`config.mk`:
```
export PLATFORM = sky130hd
export DESIGN_NAME = ppf_flow_ctrl
export DESIGN_NICKNAME = d
export VERILOG_FILES = /design/src/rtl/ppf_pkg.sv /design/src/rtl/ppf_rx_if.sv /design/src/rtl/ppf_rx_counter.sv /design/src/rtl/ppf_flow_ctrl.sv
export SDC_FILE = /design/constraint.sdc
export NUM_CORES = 1
export LEC_CHECK = 0
export BUFFER_PORTS_ARGS = -buffer_cell sky130_fd_sc_hd__buf_2
export CORE_MARGIN = 3
export CORE_UTILIZATION = 53
export DETAILED_ROUTE_END_ITERATION = 8
export GPL_TIMING_DRIVEN = 0
export MAX_ROUTING_LAYER = met4
export PLACE_DENSITY_LB_ADDON = 0.2
export RECOVER_POWER = 50
export SKIP_CTS_REPAIR_TIMING = 1
export SKIP_LAST_GASP = 1
export SLEW_MARGIN = 20
export SYNTH_ARGS = -nofsm -noshare
export SYNTH_HDL_FRONTEND = slang
export SYNTH_SLANG_ARGS = --single-unit
```
`constraint.sdc`:
```
create_clock -name clk_sys -period 7.5 [get_ports clk_sys]
set_clock_uncertainty 0.2 [all_clocks]
set_input_delay 0.375 -clock clk_sys [delete_from_list [all_inputs] [get_ports clk_sys]]
set_output_delay 0.375 -clock clk_sys [all_outputs]
set_load 0.02 [all_outputs]
```
`src/rtl/ppf_pkg.sv`:
```
package ppf_pkg;
  // priority 0 pause quanta defaults
  localparam logic [15:0] PAUSE_QUANTA_RST   = 16'hffff;
  localparam logic [15:0] REFRESH_QUANTA_RST = 16'hff00;
  localparam logic [15:0] XON_QUANTA         = 16'h0000;
  // one pause quantum is 512 bit times; 64 bits per cycle at 10G
  localparam int          BITS_PER_QUANTUM   = 512;
  localparam int          BITS_PER_CYCLE     = 64;
  localparam int          CYC_PER_QUANTUM    = BITS_PER_QUANTUM / BITS_PER_CYCLE;
  localparam int          QTICK_W            = 4;
  // frame kinds sent to the framer
  typedef enum logic [1:0] {
    PPF_FRM_XOFF = 2'h1,
    PPF_FRM_XON  = 2'h2
  } ppf_frm_t;
endpackage

```
`src/rtl/ppf_rx_if.sv`:
```
`timescale 1ns/100ps
// carries a decoded received pause frame into the receive counter
interface ppf_rx_if;
  logic        frame_valid;
  logic [15:0] quanta;
  logic        qtick;
  logic        pause;
  modport src (output frame_valid, output quanta, output qtick, input pause);
  modport cnt (input frame_valid, input quanta, input qtick, output pause);
endinterface

```
`src/rtl/ppf_rx_counter.sv`:
```
`timescale 1ns/100ps
// receive side quanta down-counter for priority 0
module ppf_rx_counter (
  input  wire logic clk_sys,
  input  wire logic rstn,
  ppf_rx_if.cnt     rx
);
  logic [15:0] count_q;
  logic [15:0] count_d;

  // a zero-quanta frame loads zero and drops the pause at once
  always_comb begin
    count_d = count_q;
    if (rx.frame_valid) begin
      count_d = rx.quanta;
    end else if (rx.qtick && count_q != 16'h0000) begin
      count_d = count_q - 16'h0001;
    end
  end

  always_ff @(posedge clk_sys) begin
    if (!rstn) begin
      count_q <= 16'h0000;
    end else begin
      count_q <= count_d;
    end
  end

  // indication stays high while the counter is non-zero
  assign rx.pause = (count_q != 16'h0000);
endmodule // ppf_rx_counter

```
`src/rtl/ppf_flow_ctrl.sv`:
```
`timescale 1ns/100ps
// Operation
// - xoff frame carries programmed quanta, default ffff
// - resend pause each refresh count while requested
// - auto xon sends zero-quanta frame on drop of a request held over one cycle
// - zero-quanta frame drops pause indication immediately
// - auto xon off: no frame on drop
// - indication high on xoff; partner halts fifo
// - request held over one cycle is refreshed xoff
// - indication high while quanta counter non-zero
module ppf_flow_ctrl (
  input  wire logic        clk_sys,
  input  wire logic        rstn,
  input  wire logic        tx_prio0_pause_request,
  input  wire logic        auto_xon_en,
  input  wire logic [15:0] pause_quanta,
  input  wire logic [15:0] refresh_quanta,
  input  wire logic        rx_frame_valid,
  input  wire logic [15:0] rx_frame_quanta,
  output logic             tx_frame_valid,
  input  wire logic        tx_frame_ready,
  output logic [1:0]       tx_frame_kind,
  output logic [15:0]      tx_frame_quanta,
  output logic             rx_prio0_pause_indication
);
  ////////////////////////////////////////////////////////////////////
  // quantum tick divider: one slot per 512 bit times; the length is
  // fixed for a 64-bit datapath, a narrower one needs another count
  // both the refresh count and the receive counter age on this tick
  logic [ppf_pkg::QTICK_W-1:0] div_q;
  logic [ppf_pkg::QTICK_W-1:0] div_d;
  logic                        qtick;

  always_comb begin
    qtick = (div_q == ppf_pkg::QTICK_W'(ppf_pkg::CYC_PER_QUANTUM - 1));
    div_d = qtick ? '0 : div_q + 1'b1;
  end

  // divider free-runs from reset, so the first quantum is a whole one
  always_ff @(posedge clk_sys) begin
    if (!rstn) begin
      div_q <= '0;
    end else begin
      div_q <= div_d;
    end
  end

  ////////////////////////////////////////////////////////////////////
  // transmit request tracking: how long the client has held the request
  typedef enum logic [2:0] {
    PPF_REQ_IDLE  = 3'b001,  // request low
    PPF_REQ_FIRST = 3'b010,  // first cycle high
    PPF_REQ_HELD  = 3'b100   // high for more than one cycle
  } ppf_req_st_t;

  ppf_req_st_t req_st_q;
  ppf_req_st_t req_st_d;
  logic        req_rise;   // request went high this cycle
  logic        req_held;   // request still high after its first two cycles
  logic        req_drop;   // held request released this cycle

  // a single-cycle pulse never reaches held, so it gets one xoff and
  // neither refresh nor xon; only a held request is a standing xoff
  // that the block keeps alive until the client lets go of it
  always_comb begin
    req_st_d = req_st_q;
    req_rise = 1'b0;
    req_held = 1'b0;
    req_drop = 1'b0;
    unique case (req_st_q)
      PPF_REQ_IDLE: begin
        if (tx_prio0_pause_request) begin
          req_st_d = PPF_REQ_FIRST;
          req_rise = 1'b1;
        end
      end
      PPF_REQ_FIRST: begin
        req_st_d = tx_prio0_pause_request ? PPF_REQ_HELD : PPF_REQ_IDLE;
      end
      PPF_REQ_HELD: begin
        req_held = tx_prio0_pause_request;
        req_drop = !tx_prio0_pause_request;
        req_st_d = tx_prio0_pause_request ? PPF_REQ_HELD : PPF_REQ_IDLE;
      end
      default: begin
        req_st_d = PPF_REQ_IDLE;
      end
    endcase
  end

  // request comes from logic on this clock, so no synchroniser
  always_ff @(posedge clk_sys) begin
    if (!rstn) begin
      req_st_q <= PPF_REQ_IDLE;
    end else begin
      req_st_q <= req_st_d;
    end
  end

  ////////////////////////////////////////////////////////////////////
  // frame scheduling: pending xoff and xon, refresh quanta count
  logic [15:0] qcount_q;    // quanta since the last frame went out
  logic [15:0] qcount_d;
  logic        pend_xoff_q;
  logic        pend_xoff_d;
  logic        pend_xon_q;
  logic        pend_xon_d;
  logic        send;        // framer takes the offered frame
  logic        slot_free;   // output register can take a new frame
  logic        load;        // a pending frame moves into the output

  // a pending frame is retired when it is loaded, not when it is sent;
  // a flag still set at load time would be offered a second time
  always_comb begin
    send        = tx_frame_valid && tx_frame_ready;
    slot_free   = !tx_frame_valid || tx_frame_ready;
    load        = slot_free && (pend_xon_q || pend_xoff_q);
    pend_xoff_d = pend_xoff_q;
    pend_xon_d  = pend_xon_q;
    qcount_d    = qcount_q;
    if (load) begin
      pend_xoff_d = 1'b0;
      pend_xon_d  = 1'b0;
    end
    // any frame on the wire restarts the refresh count
    if (send) begin
      qcount_d = 16'h0000;
    end else if (qtick && qcount_q != 16'hffff) begin
      qcount_d = qcount_q + 16'h0001;
    end
    // new rising request: send xoff
    if (req_rise) begin
      pend_xoff_d = 1'b1;
    end
    // refresh while held; waits while a frame is queued or offered,
    // since that frame restarts the count when it goes out
    if (req_held && !pend_xoff_q && !tx_frame_valid
        && qcount_q >= refresh_quanta) begin
      pend_xoff_d = 1'b1;
    end
    // release of a held request: xon only when enabled
    if (req_drop) begin
      pend_xoff_d = 1'b0;
      pend_xon_d  = auto_xon_en;
    end
    // a request that comes back cancels a waiting xon
    if (tx_prio0_pause_request) begin
      pend_xon_d = 1'b0;
    end
  end

  // scheduling state, registered only
  always_ff @(posedge clk_sys) begin
    if (!rstn) begin
      qcount_q    <= 16'h0000;
      pend_xoff_q <= 1'b0;
      pend_xon_q  <= 1'b0;
    end else begin
      qcount_q    <= qcount_d;
      pend_xoff_q <= pend_xoff_d;
      pend_xon_q  <= pend_xon_d;
    end
  end

  ////////////////////////////////////////////////////////////////////
  // frame request outputs, registered data
  logic [1:0]  kind_d;
  logic [15:0] quanta_d;
  logic        valid_d;

  // an offer stands until the framer takes it; xon beats a pending
  // xoff because it ends the remote pause sooner
  always_comb begin
    valid_d  = tx_frame_valid && !tx_frame_ready;
    kind_d   = tx_frame_kind;
    quanta_d = tx_frame_quanta;
    if (!valid_d) begin
      if (pend_xon_q) begin
        valid_d  = 1'b1;
        kind_d   = ppf_pkg::PPF_FRM_XON;
        quanta_d = ppf_pkg::XON_QUANTA;
      end else if (pend_xoff_q) begin
        valid_d  = 1'b1;
        kind_d   = ppf_pkg::PPF_FRM_XOFF;
        quanta_d = pause_quanta;
      end
    end
  end

  // frame fields come straight from flops, stable while offered
  always_ff @(posedge clk_sys) begin
    if (!rstn) begin
      tx_frame_valid  <= 1'b0;
      tx_frame_kind   <= 2'h0;
      tx_frame_quanta <= ppf_pkg::PAUSE_QUANTA_RST;
    end else begin
      tx_frame_valid  <= valid_d;
      tx_frame_kind   <= kind_d;
      tx_frame_quanta <= quanta_d;
    end
  end

  ////////////////////////////////////////////////////////////////////
  // receive pause indication
  // a zero-quanta frame clears the counter, so the remote side resumes
  // at once instead of waiting out the earlier pause
  ppf_rx_if rxi ();
  assign rxi.frame_valid = rx_frame_valid;
  assign rxi.quanta      = rx_frame_quanta;
  assign rxi.qtick       = qtick;

  ppf_rx_counter u_rx_counter (
    .clk_sys (clk_sys),
    .rstn    (rstn),
    .rx      (rxi.cnt)
  );

  assign rx_prio0_pause_indication = rxi.pause;
endmodule // ppf_flow_ctrl

```
Word-level counts from Yosys, hierarchy flattened
Cells that the tools add are included.

Add/subtract/negate cells: 3. $lt $le $gt $ge: 1. Equal/unequal tests: 6. Multiplexer cells: 20. Bitwise logic cells: 2. Reductions and logical operators: 25.

Operators by type and width (number): $mux W16 (4); $add A16 B1 Y16 const B (1); $ge A16 B16 Y1 (1); $ne A16 B16 Y1 const B (1); $reduce_bool A16 Y1 (1); $sub A16 B1 Y16 const B (1); $mux W1 (11); $reduce_or A2 Y1 (5); $logic_and A1 B1 Y1 (8); $mux W3 (2); $pmux W3 S2 (1); $reduce_bool A2 Y1 (3); $add A4 B1 Y4 const B (1); $eq A4 B3 Y1 const B (1); $logic_not A1 Y1 (4); $mux W2 (2); $eq A3 B1 Y1 const B (1); $eq A3 B2 Y1 const B (1); $eq A3 B3 Y1 const B (1); $reduce_bool A3 Y1 (1); $logic_or A1 B1 Y1 (2); $ne A2 B2 Y1 const B (1); $not A1 Y1 (2); $reduce_and A2 Y1 (1).

Bits in registers: 60. Bits of input ports: 54. Output and inout port bits: 20. Logic and storage cells: 66.

Depth between registers and ports, before layout
Depth in word-level cells: 6. Gate-level depth with buffers: 8. Depth with buffers taken out: 7.

Modules after synthesis
A second synthesis with hierarchy kept.

Cell total of the unflattened synthesis: 392. Area total of the unflattened synthesis: 3293.2 um^2.

Modules (own cells, without submodules): ppf_flow_ctrl (times used 1, cells each 281, area an instance 2366.0 um^2, sequential area each 880.8 um^2); ppf_rx_counter (times used 1, cells each 111, area an instance 927.1 um^2, sequential area each 320.3 um^2).

Worst setup path before layout
Ideal clock, no wire load.

Path kind: reg-to-reg. Start: register u_rx_counter.count_q[0]. End: register u_rx_counter.count_q[1]. Library setup time: 66 ps. Arrival: 2166 ps. Data required time: 7234 ps. Setup slack: 5068 ps. Stages on the path, launching flop included: 8. Path buffers: 1. Period minus slack after synthesis: 2432 ps. Cell sequence: dfxtp_1 inv_1 ha_1 or4b_2 or4_4 buf_6 a311o_1 a21boi_2.

Cells in the longest elaborated chain, start to end: 3. Elaborated cells between the ends (all ways): 6. Classes of those cells: 1 x add/sub; 2 x mux; 3 x reduce/logical.

RTL lines: start: declaration (line ppf_rx_counter.sv:8) `logic [15:0] count_q;`; start signal: assignment (line ppf_rx_counter.sv:25) `count_q <= count_d;`; $sub A16 B1 Y16 / $reduce_bool A16 Y1 (equally long branches) (line ppf_rx_counter.sv:17, ppf_rx_counter.sv:16); $mux W16 / $logic_and A1 B1 Y1 (equally long branches) (line ppf_rx_counter.sv:16) `end else if (rx.qtick && count_q != 16'h0000) begin`; $mux W16 / $reduce_bool A2 Y1 (equally long branches).

Parallel ways exist; a longest one is shown, timed or not. The select of a mux whose other input is x is not followed. A chain may end at the register's enable or synchronous reset.

Worst setup path after layout
Ends and elaborated chain as after synthesis.

==> impl_metrics.json <==
{
  "status": "complete, no violations",
  "synth_area_um2": 3110,
  "synthCells": 373,
  "power_leakage_nw": 1.64,
  "area_delta_synth_final_pct": 20.9,
  "drive_above_1_share": 0.165,
  "ir_worst_vdd_mv": 0.167,
  "clock_path_buffers": 2,
  "multi_input_area_um2": 1700,
  "routed_wl_um": 7070,
  "clk_latency_ns": 0.34,
  "hold_violations": 0,
  "crit_required_ns": 7.58,
  "worst_slew_pin_slew_ns": 0.853,
  "ff_latch_area_um2": 1200,
  "cts_buffers": 9,
  "vias": 2902,
  "synthTopCellsByArea": "dfxtp_1, ha_1, o311ai_0, nand2_1, inv_1",
  "final_nets": 531,
  "finalCritPeriodShare": 0.345,
  "die_w_um": 82.6,
  "synth_top_cell_by_area": "dfxtp_1",
  "yosys_register_bits": 60,
  "postSynth.asyncResetShare": 0,
  "dp.cells": 518,
  "max_cap_viol_count": 0,
  "top_usage_layer": "met2",
  "clkTransAtPathRegs_ns": 0.06,
  "stdcell_count": 534,
  "ys.warnings.count": 0,
  "met2_usage": 0.348,
  "critical_path_class": "register to register",
  "clock.fmax_mhz": 387,
  "synth_edf_count": 0,
  "num-fill-cells": 516,
  "critPathMaxFanout": 10,
  "cts-root-buf": "clkbuf_8",
  "slew_headroom": 0.427,
  "synth_nets": 447,
  "globalplace.congestion": 0.864,
  "drv_slew": 0,
  "crit_arrival_ns": 2.66,
  "rsz0062_at_grt": "no",
  "synth.most_common_cell": "dfxtp_1",
  "met3_usage": 0.0770,
  "setup_viol": 0,
  "hold_class": "input pin to register",
  "drtIter0Drc": 145,
  "grt_max_degree": 11,
  "die_h_um": 82.6,
  "tns_ns": 0,
  "dp_hpwl_um": 5140,
  "grt_overflow": 0,
  "synth_top_area_share": 0.386,
  "port_buffers": 73,
  "antenna_found_initial": 0,
  "power_density_nw_per_um2": 197,
  "drc_errors": 0,
  "fin_crit_ns": 2.58,
  "track_usage": 0.225,
  "vias_per_cell": 5.43,
  "avgSynthCellArea_um2": 8.34,
  "grt.met1_usage": 0.283,
  "clock_sinks": 60,
  "rows": 27,
  "yosys-top-cells-count": "dfxtp_1, nand2_1, inv_1",
  "yosysSeqAreaShare": 0.386,
  "timing.hold.ws_ns": 0.0540,
  "cp-end-kind": "register",
  "cts_tree": "done",
  "start_util": 0.555,
  "die_area_um2": 6830,
  "synth.distinct_cells": 45,
  "cts.htree.levels": 3,
  "antenna_left": 0,
  "synth_flop_cell": "dfxtp_1",
  "core_area_um2": 5610,
  "grt_pass1_wl_um": 11500,
  "drt_pass1_iterations": 4,
  "diodes": 0,
  "io-pin-count": 74,
  "cp-start-kind": "register",
  "grt_pass1_vias": 2574,
  "wl_per_cell_um": 13.2
}
metrics by stage:
step	power (mW)	utilization	setup WS [ns]	instance area, µm²
final	0.743	0.671	4.92	3760
after global routing	0.776	0.671	4.81	3760
after CTS	0.749	0.675	4.92	3780
after detailed placement	0.428	0.636	4.95	3570
after global placement	0.425	0.636	4.98	3570
after floorplan	0.397	-	5.07	3110
power by group:
group          internal (mW)  total (mW)  switching [mW]  leakage, nW
Sequential             0.332       0.342          0.0107        0.490
Combinational         0.0345      0.0778          0.0433         1.04
Clock                  0.196       0.322           0.127        0.107
Total                  0.562       0.743           0.181         1.64
cell families after synthesis:
kind of cell,count (synthesis),share of synthesized area
simple gates,133,0.222
compound gates,78,0.164
flops,60,0.386
buf+inv,53,0.0663
xor+xnor,29,0.0816
fa+ha+maj,20,0.0804
cell usage in the layout (no fill, tap or decap), types with 7 or more instances in the layout:
cell | Yosys | final
nand2_1 | 37 | 37
nand3_1 | 7 | 7
ha_1 | 20 | 20
nand4_1 | 11 | 11
clkbuf_1 | 15 | 36
a21oi_1 | 23 | 23
buf_2 | 0 | 54
o311ai_0 | 16 | 16
xnor2_1 | 14 | 14
nor2_1 | 26 | 26
nor3_1 | 15 | 15
clkbuf_8 | 0 | 10
dfxtp_1 | 60 | 60
o21ai_0 | 21 | 21
xor2_1 | 15 | 15
inv_1 | 36 | 36
layout make-up:
| cell class | instances | area share |
|---|---|---|
| multi-input cells | 260 | 0.453 |
| flip-flops and latches | 60 | 0.319 |
| repair buffers | 73 | 0.0908 |
| clock buffers | 12 | 0.0386 |
| inverters | 37 | 0.0369 |
| well taps | 72 | 0.0240 |
| clock inverters | 4 | 0.0193 |
| plain buffers | 16 | 0.0180 |
routing by layer:
layer  vias to the layer above  share of wire
met4                         0         0.0082
met5                         -              0
met2                        73           0.46
met1                      1331           0.47
met3                         7          0.058
li1                       1491              -
worst max-delay path, stage by stage, from the launching register on:
cell,delay [ns]
dfxtp_1,0.35
inv_1,0.09
ha_1,0.18
or4b_2,0.60
or4_4,0.45
buf_6,0.16
a311o_1,0.36
a21boi_2,0.13
worst paths after layout:
check | startpoint | end | slack, ns | cells after the start
worst max-delay path | u_rx_counter.count_q[0]$_SDFFE_PN0P_ | u_rx_counter.count_q[1]$_SDFFE_PN0P_ | 4.92 | 7
worst min-delay path | tx_prio0_pause_request | pend_xon_q$_SDFFE_PP0P_ | 0.05 | 2
worst max register to register | u_rx_counter.count_q[0]$_SDFFE_PN0P_ | u_rx_counter.count_q[1]$_SDFFE_PN0P_ | 4.92 | 7
worst min register to register | div_q[0]$_SDFF_PP0_ | div_q[0]$_SDFF_PP0_ | 0.24 | 1
registers in the layout, summed over array words and instances, names as in the netlist:
name and cells:
tx_frame_quanta 16, tx_frame_valid 1, qcount_q 16, div_q 4
req_st_q 3, pend_xon_q 1, tx_frame_kind 2, u_rx_counter.count_q 16
pend_xoff_q 1
Note: power is estimated with default switching activity, not from simulation.
